--- config.mk ---
export PLATFORM = sky130hd
export DESIGN_NAME = scievt_top
export DESIGN_NICKNAME = d
export VERILOG_FILES = /design/src/hdl/scievt_pkg.sv /design/src/hdl/scievt_top.sv
export VERILOG_INCLUDE_DIRS = /design/src /design/src/hdl
export SDC_FILE = /design/constraint.sdc
export NUM_CORES = 1
export LEC_CHECK = 0
export ABC_AREA = 1
export BUFFER_PORTS_ARGS = -buffer_cell sky130_fd_sc_hd__buf_4
export CAP_MARGIN = 20
export CORE_MARGIN = 3
export CORE_UTILIZATION = 45
export DETAILED_ROUTE_END_ITERATION = 8
export PLACE_DENSITY = 0.75
export SYNTH_ARGS = -nofsm -noshare
export SYNTH_HDL_FRONTEND = slang
export SYNTH_SLANG_ARGS = --single-unit
--- constraint.sdc ---
create_clock -name clk_i -period 2.2 [get_ports clk_i]
set_input_delay 0.55 -clock clk_i [delete_from_list [all_inputs] [get_ports clk_i]]
set_output_delay 0.55 -clock clk_i [all_outputs]
set_load 0.01 [all_outputs]
--- src/hdl/scievt_map.svh ---
// Constants for the event status and enable logic
`ifndef SCIEVT_MAP_SVH
`define SCIEVT_MAP_SVH
`define SCIEVT_GPE_MAX 256
`define SCIEVT_GPE0_BITS 8
`define SCIEVT_GPE1_BITS 8
`define SCIEVT_FIX_BITS 8
`define SCIEVT_FIX_TMR 0
`define SCIEVT_FIX_BM 1
`define SCIEVT_FIX_GBL 2
`define SCIEVT_FIX_PWRBTN 3
`define SCIEVT_FIX_SLPBTN 4
`define SCIEVT_FIX_ALARM 5
`define SCIEVT_FIX_WAKE 6
`define SCIEVT_FIX_RSVD 7
`define SCIEVT_TMR_BITS 24
`define SCIEVT_RESET_EN 8'h00
`endif

--- src/hdl/scievt_pkg.sv ---
// Types for the event status and enable logic
`include "scievt_map.svh"
package scievt_pkg;
    typedef logic [`SCIEVT_FIX_BITS-1:0] scievt_fix_type;
    typedef logic [`SCIEVT_GPE0_BITS-1:0] scievt_gpe0_type;
    typedef logic [`SCIEVT_GPE1_BITS-1:0] scievt_gpe1_type;
    // Software access to one status/enable block
    typedef struct packed {
        logic [`SCIEVT_FIX_BITS-1:0] sts_clr;
        logic en_we;
        logic [`SCIEVT_FIX_BITS-1:0] en_wdata;
    } scievt_sw_type;
    typedef enum logic {SCIEVT_EDGE, SCIEVT_LEVEL} scievt_kind_type;
endpackage

--- src/hdl/scievt_top.sv ---
// Event status/enable blocks driving a shared level interrupt
// Contract
// - enabled fixed status raises interrupt
// - each general status has matching enable
// - at most 256 general status bits
// - enabled general status raises interrupt
// - interrupt level-sensitive and shareable
// - two separate general event blocks
// - timer carry sets timer status
// - power button sets fixed status
// - buttons only notify in working state; no power state is tracked here, buttons always set status
// - optional sleep button status bit
// - alarm status bit, optional
// - wake completion sets wake status
// - bus master cycle sets status
// - lock release sets status
// - status latches, cleared writing one
// - general enables read and write
// - each input level or edge
`timescale 1ns/100ps
`include "scievt_map.svh"
module scievt_top
    import scievt_pkg::*;
#(
    parameter scievt_gpe0_type GPE0_LEVEL = 8'h0f,
    parameter scievt_gpe1_type GPE1_LEVEL = 8'h0f,
    parameter logic HAS_SLEEP_BUTTON = 1'b1,
    parameter logic HAS_ALARM_STATUS = 1'b1,
    parameter logic HAS_BUS_MASTER_STATUS = 1'b1
) (
    input wire logic clk_i,
    input wire logic rst_n_i,
    // Event sources
    input wire logic timer_tick_i,
    input wire logic power_button_i,
    input wire logic sleep_button_i,
    input wire logic alarm_i,
    input wire logic wake_done_i,
    input wire logic bus_master_cycle_i,
    input wire logic lock_release_i,
    input wire scievt_gpe0_type gpe0_src_i,
    input wire scievt_gpe1_type gpe1_src_i,
    // Software access
    input wire scievt_sw_type fixed_sw_i,
    input wire scievt_sw_type gpe0_sw_i,
    input wire scievt_sw_type gpe1_sw_i,
    output scievt_fix_type fixed_event_status_o,
    output scievt_fix_type fixed_event_enable_o,
    output scievt_gpe0_type first_block_status_o,
    output scievt_gpe0_type first_block_enable_o,
    output scievt_gpe1_type second_block_status_o,
    output scievt_gpe1_type second_block_enable_o,
    output logic [`SCIEVT_TMR_BITS-1:0] timer_count_value_o,
    output logic system_control_irq_o
);

    // ----------------------------------------
    // Power-management timer
    // ----------------------------------------
    logic [`SCIEVT_TMR_BITS-1:0] tmr_ff;
    logic [`SCIEVT_TMR_BITS:0] nxt_tmr;
    wire timer_carry = nxt_tmr[`SCIEVT_TMR_BITS] & timer_tick_i;
    assign nxt_tmr = {1'b0, tmr_ff} + {{`SCIEVT_TMR_BITS{1'b0}}, 1'b1};

    always_ff @(posedge clk_i or negedge rst_n_i) begin
        if (!rst_n_i) begin
            tmr_ff <= '0;
        end else if (timer_tick_i) begin
            tmr_ff <= nxt_tmr[`SCIEVT_TMR_BITS-1:0];
        end
    end
    assign timer_count_value_o = tmr_ff;

    // ----------------------------------------
    // Shared decode helpers
    // ----------------------------------------
    // Latch on a rising edge, or on every high cycle where the input is built as a level
    function automatic scievt_fix_type event_set(input scievt_fix_type src, input scievt_fix_type prev,
        input scievt_fix_type level_mask);
        event_set = src & (level_mask | ~prev);
    endfunction

    // A new event wins over a write-one clear that lands in the same cycle
    function automatic scievt_fix_type status_next(input scievt_fix_type sts, input scievt_fix_type clr,
        input scievt_fix_type fire);
        status_next = (sts & ~clr) | fire;
    endfunction

    // Any status bit that is both set and enabled
    function automatic logic pending_any(input scievt_fix_type sts, input scievt_fix_type en);
        pending_any = |(sts & en);
    endfunction

    // ----------------------------------------
    // Edge detection of sources
    // ----------------------------------------
    // Buttons only post status; nothing here touches the power state
    scievt_fix_type fix_prev_ff;
    scievt_gpe0_type gpe0_prev_ff;
    scievt_gpe1_type gpe1_prev_ff;
    scievt_fix_type fix_lvl;
    scievt_fix_type fix_set;
    scievt_gpe0_type gpe0_set;
    scievt_gpe1_type gpe1_set;

    assign fix_lvl[`SCIEVT_FIX_TMR] = timer_carry;
    assign fix_lvl[`SCIEVT_FIX_BM] = bus_master_cycle_i & HAS_BUS_MASTER_STATUS;
    assign fix_lvl[`SCIEVT_FIX_GBL] = lock_release_i;
    assign fix_lvl[`SCIEVT_FIX_PWRBTN] = power_button_i;
    assign fix_lvl[`SCIEVT_FIX_SLPBTN] = sleep_button_i & HAS_SLEEP_BUTTON;
    assign fix_lvl[`SCIEVT_FIX_ALARM] = alarm_i & HAS_ALARM_STATUS;
    assign fix_lvl[`SCIEVT_FIX_WAKE] = wake_done_i;
    assign fix_lvl[`SCIEVT_FIX_RSVD] = 1'b0;

    // Fixed events are edge latched, so a held source posts only once
    localparam scievt_fix_type FIX_LEVEL = 8'h00;
    assign fix_set = event_set(fix_lvl, fix_prev_ff, FIX_LEVEL);
    // Level inputs keep setting while high, so a clear before service re-latches
    assign gpe0_set = event_set(gpe0_src_i, gpe0_prev_ff, GPE0_LEVEL);
    assign gpe1_set = event_set(gpe1_src_i, gpe1_prev_ff, GPE1_LEVEL);

    always_ff @(posedge clk_i or negedge rst_n_i) begin
        if (!rst_n_i) begin
            fix_prev_ff <= '0;
        end else begin
            fix_prev_ff <= fix_lvl;
        end
    end

    always_ff @(posedge clk_i or negedge rst_n_i) begin
        if (!rst_n_i) begin
            gpe0_prev_ff <= '0;
        end else begin
            gpe0_prev_ff <= gpe0_src_i;
        end
    end

    always_ff @(posedge clk_i or negedge rst_n_i) begin
        if (!rst_n_i) begin
            gpe1_prev_ff <= '0;
        end else begin
            gpe1_prev_ff <= gpe1_src_i;
        end
    end

    // ----------------------------------------
    // Status and enable blocks
    // ----------------------------------------
    scievt_fix_type fix_sts_ff;
    scievt_fix_type fix_en_ff;
    scievt_gpe0_type gpe0_sts_ff;
    scievt_gpe0_type gpe0_en_ff;
    scievt_gpe1_type gpe1_sts_ff;
    scievt_gpe1_type gpe1_en_ff;
    scievt_fix_type nxt_fix_sts;
    scievt_gpe0_type nxt_gpe0_sts;
    scievt_gpe1_type nxt_gpe1_sts;

    // Set wins over a write-one clear in the same cycle
    assign nxt_fix_sts = status_next(fix_sts_ff, fixed_sw_i.sts_clr, fix_set);
    assign nxt_gpe0_sts = status_next(gpe0_sts_ff, gpe0_sw_i.sts_clr, gpe0_set);
    assign nxt_gpe1_sts = status_next(gpe1_sts_ff, gpe1_sw_i.sts_clr, gpe1_set);

    always_ff @(posedge clk_i or negedge rst_n_i) begin
        if (!rst_n_i) begin
            fix_sts_ff <= '0;
        end else begin
            fix_sts_ff <= nxt_fix_sts;
        end
    end

    always_ff @(posedge clk_i or negedge rst_n_i) begin
        if (!rst_n_i) begin
            gpe0_sts_ff <= '0;
        end else begin
            gpe0_sts_ff <= nxt_gpe0_sts;
        end
    end

    always_ff @(posedge clk_i or negedge rst_n_i) begin
        if (!rst_n_i) begin
            gpe1_sts_ff <= '0;
        end else begin
            gpe1_sts_ff <= nxt_gpe1_sts;
        end
    end

    always_ff @(posedge clk_i or negedge rst_n_i) begin
        if (!rst_n_i) begin
            fix_en_ff <= `SCIEVT_RESET_EN;
        end else if (fixed_sw_i.en_we) begin
            fix_en_ff <= fixed_sw_i.en_wdata;
        end
    end

    always_ff @(posedge clk_i or negedge rst_n_i) begin
        if (!rst_n_i) begin
            gpe0_en_ff <= `SCIEVT_RESET_EN;
        end else if (gpe0_sw_i.en_we) begin
            gpe0_en_ff <= gpe0_sw_i.en_wdata;
        end
    end

    always_ff @(posedge clk_i or negedge rst_n_i) begin
        if (!rst_n_i) begin
            gpe1_en_ff <= `SCIEVT_RESET_EN;
        end else if (gpe1_sw_i.en_we) begin
            gpe1_en_ff <= gpe1_sw_i.en_wdata;
        end
    end

    // ----------------------------------------
    // Shared interrupt
    // ----------------------------------------
    // Plain level, no pulse stretching, so other low-rate sources can share the vector
    wire fix_irq = pending_any(fix_sts_ff, fix_en_ff);
    wire gpe_irq = pending_any(gpe0_sts_ff, gpe0_en_ff) | pending_any(gpe1_sts_ff, gpe1_en_ff);
    assign system_control_irq_o = fix_irq | gpe_irq;

    assign fixed_event_status_o = fix_sts_ff;
    assign fixed_event_enable_o = fix_en_ff;
    assign first_block_status_o = gpe0_sts_ff;
    assign first_block_enable_o = gpe0_en_ff;
    assign second_block_status_o = gpe1_sts_ff;
    assign second_block_enable_o = gpe1_en_ff;

endmodule

# After elaboration in Yosys (flattened, before gate mapping)
# Cells that the tools add are included.
# totals
register_bits	95
input_bits	76
output_inout_bits	73
elab_cells	35
# classes
n_addsub	1
n_bitwise	21
n_reduce_logical	3
# ops
operator	count
8-bit AND	8
8-bit NOT	5
24-bit by 1-bit adder with 25-bit output (second input constant)	1
8-bit OR	3
8-bit OR reduction	3
7-bit by 8-bit AND with 8-bit output	1
7-bit NOT with 8-bit output	1
1-bit OR	2
1-bit AND	1

# Logic depth before layout (Yosys ltp)
# Gate-level depths: netlist of run 1.
# logic_depth
ltp_word	4
ltp_mapped	8
depth_no_buf	8

# Worst setup path after synthesis of run 1
# Ideal clock, no wire load.
# synth_timing
path_type	flip-flop to output port
from	register gpe1_sts_ff[2], in the netlist second_block_status_o[2]
to	output port system_control_irq_o
t_arrival_ns	0.856
required_ns	1.650
setup_slack_ns	0.794
path_stages_with_launch	7
n_path_buf	0
cell_sequence	dfrtp_1 -> inv_1 -> o21ai_0 -> nor2_1 -> nand2_1 -> nor2_1 -> nand2_1
# synth_between
elab_chain_len	4
# synth_lines
element	line_no	rtl
start: declaration	scievt_top.sv:153	scievt_gpe1_type gpe1_sts_ff;
start signal: assignment	scievt_top.sv:184	gpe1_sts_ff <= nxt_gpe1_sts;
8-bit AND	scievt_top.sv:91	pending_any = |(sts & en);
8-bit OR reduction	scievt_top.sv:91	
1-bit OR	scievt_top.sv:217	wire gpe_irq = pending_any(gpe0_sts_ff, gpe0_en_ff) | pending_any(gpe1_sts_ff, gpe1_en_ff);
1-bit OR	scievt_top.sv:218	assign system_control_irq_o = fix_irq | gpe_irq;
end: declaration	scievt_top.sv:54	output logic system_control_irq_o
# No other way between the ends.

# Final worst setup path of run 1
# layout_timing
from	register gpe1_en_ff[2], in the netlist second_block_enable_o[2]
to	output port system_control_irq_o
# layout_between
elab_chain_len	4
# layout_lines
element	line_no	rtl
start: declaration	scievt_top.sv:154	scievt_gpe1_type gpe1_en_ff;
start signal: assignment	scievt_top.sv:206	gpe1_en_ff <= `SCIEVT_RESET_EN;
start signal: assignment	scievt_top.sv:208	gpe1_en_ff <= gpe1_sw_i.en_wdata;
8-bit AND	scievt_top.sv:91	
8-bit OR reduction	scievt_top.sv:91	
1-bit OR	scievt_top.sv:217	
1-bit OR	scievt_top.sv:218	
# No other way between the ends.

==> summary.log, run 1 <==
INFO  status         status=completed
INFO  sta            final_hold_slack=70.4ps
INFO  clock_tree     postCtsSetupRepairBufs=0
INFO  floorplanning  top_level_ports=149
INFO  floorplanning  design.die.area=9110squm
INFO  detailed_routing drt-pass1-iter-count=4
INFO  final_layout   finish.utilization=67.4%
INFO  detailed_routing post_drt_via_cell_ratio=4.69
INFO  placement      placed_cell_area=4850squm
INFO  final_layout   layout.cells.non_filler=620
INFO  final_layout   layout-drive-gt1-share=37.0%
INFO  final_layout   antenna_cells=0
INFO  sta            finalClockSkew=10.3ps
INFO  pwr            total_power=3.71mW
INFO  clock_tree     clk_pin_slew=90ps
INFO  sta            setup_viol=0
INFO  synth          number_of_register_bits_inferred_by_synthesis=87
INFO  final_layout   nFillCells=598
INFO  hold_path      hold_path.class=in2async
INFO  synth          synth_nets=435
INFO  detailed_routing first_iter_violations=96
INFO  placement      port_buffers=148
INFO  detailed_routing totalWireLength=8850um
INFO  floorplanning  num_rows=31
INFO  critical_path  kind_of_cell_adding_the_most_delay_to_the_critical_path=flip-flops
INFO  pwr            power.leakage=2.69nW
INFO  final_layout   fin_nets=593
INFO  final_layout   regArea=2180squm
INFO  critical_path  cp_slowest_cell=dfrtp_1
INFO  critical_path  end_kind=primary output
INFO  sta            final-hold-violation-count=0
INFO  placement      placed_wire_length_estimate=7140um
INFO  floorplanning  height_of_the_die=95.5um
INFO  synth          ys_seq_area_share=60.5%
INFO  clock_tree     cts_htree_levels=3
INFO  critical_path  worstPathCellList=inv_1 > o21ai_0 > nor2_1 > nand2_1 > nor2_1 > nand2_1 > buf_4
INFO  detailed_routing routed-via-count=2,909
INFO  sta            timing.slew.headroom=77.3%
INFO  global_routing largest_net_degree_at_the_start_of_global_routing=46
INFO  critical_path  worstPathBufferInverterCount=2
INFO  synth          post_synth_instance_area=3600squm
INFO  critical_path  worstSetupPathType=reg2out
INFO  final_layout   layout.cells.most_common_list=buf_4, dfrtp_1, nand2_1, inv_1, o21ai_0
INFO  global_routing first_global_vias=2,926
INFO  sta            final.min_clock_period=2010ps
INFO  detailed_routing wire_per_inst=14.3um
INFO  sta            timing.final.ws_setup=191ps
INFO  synth          avgSynthCellArea=10.1squm
INFO  sta            fin_tns_setup=0ps
INFO  sta            slew_at_the_pin_closest_to_its_max_slew_limit=340ps
INFO  detailed_routing post-route-drc-count=0
INFO  clock_tree     cts_root_buf=clkbuf_8
INFO  flow_run       maxCapViolCount=0
INFO  critical_path  worst_ep_required_time=1650ps
INFO  global_routing grt_usage=20.0%
INFO  detailed_routing antenna_left=0
INFO  placement      dp_slack=551ps
INFO  sta            rsz0062_at_grt=no
INFO  sta            min_period_over_period=91.3%
INFO  critical_path  critical_path.max_fanout=2
INFO  critical_path  arrival_time_at_the_worst_endpoint=1460ps
INFO  placement      post_place_cells=604
INFO  final_layout   final_common_cell=buf_4
INFO  final_layout   areaGrowthSynthToFinish=40.1%
INFO  final_layout   design_area=5050squm
INFO  clock_tree     clk_latency_worst_skew_pair=340ps
INFO  global_routing grt_overflow=0
INFO  clock_tree     ctsLongestPathBuffers=2
INFO  sta            finalMaxSlewViolations=0
INFO  sta            clock.fmax=0.498GHz
INFO  placement      gp_congestion=0.875
INFO  final_layout   multi_input_comb_area=1150squm
INFO  floorplanning  placeableCoreArea=7490squm
INFO  floorplanning  die_w=95.5um
INFO  critical_path  cp_slowest_stage_delay=410ps
INFO  pwr            irDropWorstVdd=576uV
INFO  floorplanning  initial_utilization=48.1%
INFO  global_routing grt_first_pass_wirelength=14,000um
INFO  clock_tree     cts-hold-fix-buffers=0
INFO  synth          distinct_cell_type_count_after_synthesis=23
INFO  pwr            power_density_normalized_to_cell_area=736nW/um^2
INFO  clock_tree     cts_inserted_buffers=9
INFO  synth          yosys_warnings=0
INFO  global_routing grt_antenna_before_repair=0
INFO  critical_path  worstSetupStartpointType=flip-flop
INFO  clock_tree     numClockSinks=87
INFO  synth          synth_cells=358
INFO  clock_tree     cts_resized=0
INFO  clock_tree     cts_tree=built
## path summary, 6_finish.rpt
path                                          startpoint                       to  slack, ps  cells past startpoint
worst min-delay path                             rst_n_i          gpe0_prev_ff[6]         70                      1
max in group asynchronous                        rst_n_i  timer_count_value_o[10]       1500                      2
worst max-delay path            second_block_enable_o[2]     system_control_irq_o        190                      7
min in group clk_i                               alarm_i           fix_prev_ff[5]        320                      1
worst max register to register    timer_count_value_o[0]  timer_count_value_o[18]        760                      8
worst min register to register           gpe0_prev_ff[5]  first_block_status_o[5]        410                      1
## cells by family (layout without fill, tap and decap cells)
group | count (synthesis) | in the layout | synth area share [%]
xor gates and xnor gates | 14 | 14 | 3.41
adders and majority gates | 1 | 1 | 0.347
AOI/OAI and AO/OA | 44 | 44 | 7.26
buffers and inverters | 72 | 235 | 7.51
DFF | 87 | 87 | 60.5
muxes | 14 | 14 | 4.38
and+or+nand+nor | 126 | 126 | 16.6
## routing by layer
layer | vias to the layer above | global-route usage (%) | part of all wire (%)
met1 | 1351 | 24.8 | 41
li1 | 1442 | - | -
met4 | 0 | 6.75 | 1.2
met5 | - | 0 | 0
met2 | 105 | 34.2 | 50
met3 | 11 | 4.89 | 8.3
## power by group
group	internal, mW	leakage (nW)	switching [mW]	total, mW
clock network	0.527	0.0998	0.565	1.09
registers	1.75	1.06	0.134	1.88
logic	0.383	1.53	0.354	0.737
total	2.66	2.69	1.05	3.71
## sequential cells by signal, summed over array words and instances (netlist names)
| signal | cells |
|---|---|
| fixed_event_enable_o | 8 |
| timer_count_value_o | 24 |
| gpe0_prev_ff | 4 |
| first_block_status_o | 8 |
| fixed_event_status_o | 8 |
| fix_prev_ff | 7 |
| second_block_status_o | 8 |
| gpe1_prev_ff | 4 |
| first_block_enable_o | 8 |
| second_block_enable_o | 8 |
## cell usage after synthesis
cell,count,area share [%]
nor2_1,19,2.0
nor2_2,1,0.17
nand4_1,4,0.69
o21bai_1,9,1.9
mux2_2,14,4.4
xor2_1,11,2.7
xnor2_1,3,0.73
and3_1,1,0.17
nand2_4,1,0.31
nand3_2,2,0.56
nand2_1,70,7.3
nor3_4,1,0.45
nor2_4,6,1.9
o22ai_1,15,2.6
o21ai_0,20,2.8
ha_1,1,0.35
inv_1,69,7.2
dfrtp_1,87,60
nand3_1,11,1.5
nand3b_1,2,0.42
clkbuf_1,3,0.31
nor3_1,6,0.83
nand2_2,2,0.35
## cell type report
type                       count  share of cell area, %
sequential                    87                   43.1
multi-input combinational    199                   22.9
timing repair buffer         150                   22.6
inverter                      69                   5.13
clock buffer                   9                   2.45
tap                           99                   2.45
clock inverter                 7                   1.39
Power figures use the tool's default switching activity.
==> run 2: changes to the inputs <==
CAP_MARGIN = unset   (was 20)
CTS_CLUSTER_SIZE = 8   (was unset)
clock period = 2.55 ns   (was 2.2 ns; I/O delays follow)
==> run 2 against run 1 <==
Sequential power is 14% lower. Register-to-register slack gained 350 ps. First-iteration DRC count is 15% lower. Highest routed layer unchanged.
==> summary.log, run 2 (synthesized netlist as in run 1, its figures left out) <==
INFO  status         status=completed
INFO  placement      gp_congestion=0.854
INFO  critical_path  critical_path.max_fanout=3
INFO  sta            fin_tns_setup=0ps
INFO  final_layout   antenna_cells=0
INFO  pwr            power_density_normalized_to_cell_area=654nW/um^2
INFO  critical_path  cp_slowest_stage_delay=400ps
INFO  clock_tree     cts-hold-fix-buffers=0
INFO  critical_path  worst_path_most_repeated_cell=nand2_1
INFO  sta            finalClockSkew=9.21ps
INFO  pwr            power.leakage=2.69nW
INFO  sta            rsz0062_at_grt=no
INFO  final_layout   design_area=5070squm
INFO  critical_path  cp_slowest_cell=dfrtp_1
INFO  floorplanning  height_of_the_die=95.5um
INFO  critical_path  worstPathCellList=nand2_1 > o21ai_0 > nor2_1 > nand2_1 > nor2_1 > nand2_1 > buf_4
INFO  sta            final-hold-violation-count=0
INFO  pwr            comb_power_share=19.2%
INFO  sta            setup_viol=0
INFO  final_layout   layout.cells.non_filler=619
INFO  clock_tree     postCtsSetupRepairBufs=0
INFO  critical_path  worst_ep_required_time=1910ps
INFO  sta            slew_at_the_pin_closest_to_its_max_slew_limit=645ps
INFO  clock_tree     cts_root_buf=clkbuf_8
INFO  pwr            power_internal=2.42mW
INFO  detailed_routing post-route-drc-count=0
INFO  clock_tree     clk_pin_slew=90ps
INFO  pwr            clockPowerShare=31.9%
INFO  pwr            total_switching_power=0.896mW
INFO  sta            final.min_clock_period=2110ps
INFO  final_layout   max_ffs_per_register=24
INFO  floorplanning  die_w=95.5um
INFO  detailed_routing totalWireLength=8890um
INFO  detailed_routing antenna_left=0
INFO  placement      post_place_cells=603
INFO  clock_tree     numClockSinks=87
INFO  critical_path  arrival_time_at_the_worst_endpoint=1470ps
INFO  sta            timing.slew.headroom=57.0%
INFO  clock_tree     ctsLongestPathBuffers=2
INFO  detailed_routing drt-pass1-iter-count=4
INFO  global_routing grt_antenna_before_repair=0
INFO  critical_path  worstReg2RegEnd=timer_count_value_o[22]
INFO  global_routing grt_overflow=0
INFO  clock_tree     cts_resized=0
INFO  floorplanning  num_rows=31
INFO  sta            min_period_over_period=82.8%
INFO  pwr            power.sequential.fraction=48.9%
INFO  pwr            switching_share=27.0%
INFO  final_layout   final_common_cell=buf_4
INFO  pwr            irDropWorstVdd=602uV
INFO  global_routing grt_usage=19.9%
INFO  final_layout   layout-drive-gt1-share=36.7%
INFO  detailed_routing wire_per_inst=14.4um
INFO  floorplanning  top_level_ports=149
INFO  critical_path  worst_r2r_startpoint=timer_count_value_o[0]
INFO  clock_tree     cts_inserted_buffers=9
INFO  global_routing grt_first_pass_wirelength=14,000um
INFO  critical_path  worstSetupStartpointType=flip-flop
INFO  critical_path  worstSetupPathType=reg2out
INFO  floorplanning  initial_utilization=48.1%
INFO  clock_tree     cts_tree=built
INFO  final_layout   fin_nets=592
INFO  flow_run       maxCapViolCount=0
INFO  placement      placed_wire_length_estimate=7040um
INFO  placement      port_buffers=148
INFO  critical_path  reg2reg_slack=1110ps
INFO  detailed_routing routed-via-count=2,902
INFO  sta            clock.fmax=0.473GHz
INFO  global_routing first_global_vias=2,926
INFO  global_routing largest_net_degree_at_the_start_of_global_routing=50
INFO  final_layout   areaGrowthSynthToFinish=40.7%
INFO  floorplanning  placeableCoreArea=7490squm
INFO  final_layout   layout.cells.most_common_list=buf_4, dfrtp_1, nand2_1, inv_1, o21ai_0
INFO  clock_tree     cts_htree_levels=3
INFO  detailed_routing post_drt_via_cell_ratio=4.69
INFO  hold_path      hold_path.class=in2async
INFO  detailed_routing first_iter_violations=82
INFO  pwr            total_power=3.32mW
INFO  critical_path  end_kind=primary output
INFO  clock_tree     clk_latency_worst_skew_pair=340ps
INFO  sta            finalMaxSlewViolations=0
INFO  placement      placed_cell_area=4840squm
INFO  critical_path  ff2ff_path_depth=8
INFO  floorplanning  design.die.area=9110squm
[run 2: changes by cell type in the layout (fill, tap and decap cells not counted)]
cell / previous run / this run
bufinv_16: 1 / 2
clkbuf_8: 9 / 10
inv_6: 2 / 0
buf_4: 149 / 148
clkbuf_1: 0 / 1
clkinv_2: 3 / 1
clkinv_4: 0 / 1
[run 2: critical path, delay by kind of cell, from the launching register on]
kind,cells,cell delay (ps)
and+or+nand+nor,5,500
DFF,1,400
buffers and inverters,1,150
AOI/OAI and AO/OA,1,90
[run 2: per-layer routing]
| metal | part of all wire, % | vias to the layer above | track usage, % |
|---|---|---|---|
| li1 | - | 1436 | - |
| met1 | 40 | 1351 | 23.6 |
| met2 | 50 | 107 | 35.4 |
| met3 | 9.0 | 8 | 6.16 |
| met4 | 0.98 | 0 | 4.86 |
| met5 | 0 | - | 0 |
[run 2: cell type report]
type	instances	area, sq um
flip-flops and latches	87	2180
clock buffers	11	141
fillers	597	2420
inverters	69	259
multi-input cells	199	1150
repair buffers	149	1130
clock inverters	5	81.3
well taps	99	124
[run 2: worst max-delay path by stage]
stage	startpoint	slack (ps)	cells past startpoint	to
finish	second_block_enable_o[1]	440	7	system_control_irq_o
global route	second_block_enable_o[1]	280	7	system_control_irq_o
CTS	second_block_status_o[1]	390	7	system_control_irq_o
detailed placement	second_block_enable_o[1]	780	7	system_control_irq_o
global placement	second_block_status_o[1]	810	7	system_control_irq_o
floorplan	second_block_status_o[2]	1060	6	system_control_irq_o
[run 2: per-stage QoR]
stage          setup WS [ps]  utilization [%]  hold WS (ps)
2_1_floorplan           1060                -           342
3_3_place_gp             810             64.7           402
3_5_place_dp             783             64.7           405
4_1_cts                  392             67.7           325
5_1_grt                  277             67.7           322
6_report                 438             67.7           305
[run 2: power by group through the flow]
stage          Clock (mW)  Sequential (mW)  Combinational, mW
2_1_floorplan           0             1.69              0.222
3_3_place_gp            0             1.64              0.634
3_5_place_dp            0             1.65              0.646
4_1_cts              1.08             1.62              0.648
5_1_grt              1.15             1.65              0.705
6_report             1.06             1.62              0.636
==> run 3: changes to the inputs <==
clock period = 2.05 ns   (was 2.55 ns; I/O delays follow)
==> run 3 against run 2 <==
Hold slack worse by 120 ps. Core utilization increased by 1.2 points. Worst setup slack worse by 310 ps. Register-to-register slack got worse by 510 ps. Sequential power is 25% higher. Clock skew up 0.78 ps. Routed wire length fell by 0.55%. Via count rose by 2.6%. Critical path type unchanged. Critical endpoint unchanged. Highest routed layer unchanged.
==> summary.log, run 3 (synthesized netlist as in run 1, its figures left out) <==
INFO  global_routing grt_usage=19.6%
INFO  final_layout   antenna_cells=0
INFO  critical_path  worst_r2r_startpoint=timer_count_value_o[0]
INFO  pwr            total_power=4.27mW
INFO  detailed_routing antenna_left=0
INFO  pwr            clockPowerShare=33.5%
INFO  final_layout   final_common_cell=buf_4
INFO  critical_path  arrival_time_at_the_worst_endpoint=1410ps
INFO  floorplanning  placeableCoreArea=7490squm
INFO  sta            slew_at_the_pin_closest_to_its_max_slew_limit=456ps
INFO  critical_path  critical_path.max_fanout=2
INFO  floorplanning  num_rows=31
INFO  global_routing grt_first_pass_wirelength=13,700um
INFO  sta            finalMaxSlewViolations=0
INFO  clock_tree     clk_pin_slew=90ps
INFO  detailed_routing post-route-drc-count=0
INFO  global_routing first_global_vias=2,930
INFO  sta            clock.fmax=0.519GHz
INFO  sta            timing.slew.headroom=69.6%
INFO  pwr            comb_power_share=19.2%
INFO  clock_tree     cts_tree=built
INFO  critical_path  worst_ep_required_time=1540ps
INFO  pwr            power.sequential.fraction=47.3%
INFO  pwr            irDropWorstVdd=648uV
INFO  placement      placed_wire_length_estimate=6790um
INFO  floorplanning  initial_utilization=48.1%
INFO  detailed_routing routed-via-count=2,978
INFO  sta            rsz0062_at_grt=yes
INFO  final_layout   nFillCells=590
INFO  critical_path  worstSetupStartpointType=flip-flop
INFO  placement      gp_congestion=0.870
INFO  pwr            power.leakage=2.74nW
INFO  floorplanning  height_of_the_die=95.5um
INFO  hold_path      hold_path.class=in2async
INFO  sta            fin_tns_setup=0ps
INFO  pwr            power_density_normalized_to_cell_area=827nW/um^2
INFO  final_layout   fin_nets=600
INFO  clock_tree     ctsLongestPathBuffers=2
INFO  sta            setup_viol=0
INFO  final_layout   areaGrowthSynthToFinish=43.3%
INFO  clock_tree     cts_htree_levels=3
INFO  clock_tree     cts_inserted_buffers=9
INFO  critical_path  end_kind=primary output
INFO  floorplanning  design.die.area=9110squm
INFO  detailed_routing post_drt_via_cell_ratio=4.75
INFO  sta            final-hold-violation-count=0
INFO  detailed_routing totalWireLength=8840um
INFO  critical_path  ff2ff_path_depth=8
INFO  sta            min_period_over_period=94.0%
INFO  pwr            switching_share=26.9%
INFO  critical_path  reg2reg_slack=600ps
INFO  pwr            power_internal=3.12mW
INFO  floorplanning  die_w=95.5um
INFO  critical_path  worstSetupPathType=reg2out
INFO  final_layout   max_ffs_per_register=24
INFO  placement      port_buffers=148
INFO  flow_run       maxCapViolCount=0
INFO  critical_path  worstReg2RegEnd=timer_count_value_o[22]
INFO  placement      placed_cell_area=4840squm
INFO  final_layout   layout-drive-gt1-share=39.0%
INFO  clock_tree     clk_latency_worst_skew_pair=350ps
INFO  pwr            total_switching_power=1.15mW
INFO  status         status=completed
INFO  sta            final.min_clock_period=1930ps
INFO  floorplanning  top_level_ports=149
INFO  clock_tree     numClockSinks=87
INFO  global_routing grt_antenna_before_repair=0
INFO  detailed_routing wire_per_inst=14.1um
INFO  final_layout   finish.utilization=68.9%
INFO  detailed_routing first_iter_violations=87
INFO  final_layout   design_area=5160squm
INFO  final_layout   layout.cells.most_common_list=buf_4, dfrtp_1, nand2_1, inv_1, nor2_1
INFO  detailed_routing drt-pass1-iter-count=4
INFO  global_routing largest_net_degree_at_the_start_of_global_routing=88
INFO  clock_tree     cts-hold-fix-buffers=0
INFO  sta            finalClockSkew=9.99ps
INFO  global_routing grt_overflow=0
INFO  clock_tree     cts_root_buf=clkbuf_8
==> run 3: how the worst max path moves through the flow <==
stage	startpoint	slack, ps	end
2_1_floorplan	second_block_status_o[2]	680	system_control_irq_o
3_3_place_gp	fixed_event_status_o[0]	440	system_control_irq_o
3_5_place_dp	first_block_status_o[7]	450	system_control_irq_o
4_1_cts	first_block_status_o[7]	50	system_control_irq_o
5_1_grt	second_block_status_o[4]	-10	system_control_irq_o
6_report	first_block_status_o[2]	120	system_control_irq_o
==> run 3: stage by stage <==
| step | hold WS (ps) | setup slack [ps] | instances |
|---|---|---|---|
| 5_1_grt | 202 | -13.5 | 627 |
| 4_1_cts | 206 | 54.2 | 619 |
| 3_5_place_dp | 411 | 450 | 603 |
| 2_1_floorplan | 217 | 682 | 358 |
| 3_3_place_gp | 400 | 445 | 603 |
| 6_report | 184 | 123 | 627 |
==> run 3: final cells by class <==
| type | instances | area, sq um | area share, % |
|---|---|---|---|
| repair buffers | 157 | 1190 | 23.2 |
| flip-flops and latches | 87 | 2180 | 42.2 |
| clock inverters | 7 | 120 | 2.33 |
| well taps | 99 | 124 | 2.40 |
| multi-input cells | 199 | 1160 | 22.5 |
| clock buffers | 9 | 124 | 2.40 |
| inverters | 69 | 259 | 5.02 |
==> run 3: repair_timing <==
action,in CTS,in global routing
setup endpoints to repair,0,1
setup buffers,0,8
resized for setup,0,11
==> run 3: worst max-delay path, cell delays in order (launching register included) <==
cell and delay, ps:
dfrtp_1 410, inv_2 60, o21ai_0 90, nor2_1 90
nand2_1 90, nor2_2 120, nand2_1 70, buf_6 130
==> run 3: routing by layer <==
metal | vias to the layer above | routed length [um] | part of all wire (%) | track usage [%]
li1 | 1453 | - | - | -
met1 | 1397 | 3670 | 41 | 24.7
met2 | 117 | 4310 | 49 | 32.9
met3 | 11 | 725 | 8.2 | 5.45
met4 | 0 | 137 | 1.6 | 5.81
met5 | - | 0 | 0 | 0
==> run 3: power by group through the flow <==
stage / combinational (mW) / sequential [mW] / clock (mW)
global route: 0.903 / 2.05 / 1.55
detailed placement: 0.802 / 2.05 / 0
global placement: 0.788 / 2.04 / 0
finish: 0.817 / 2.02 / 1.43
floorplan: 0.276 / 2.11 / 0
CTS: 0.805 / 2.02 / 1.46
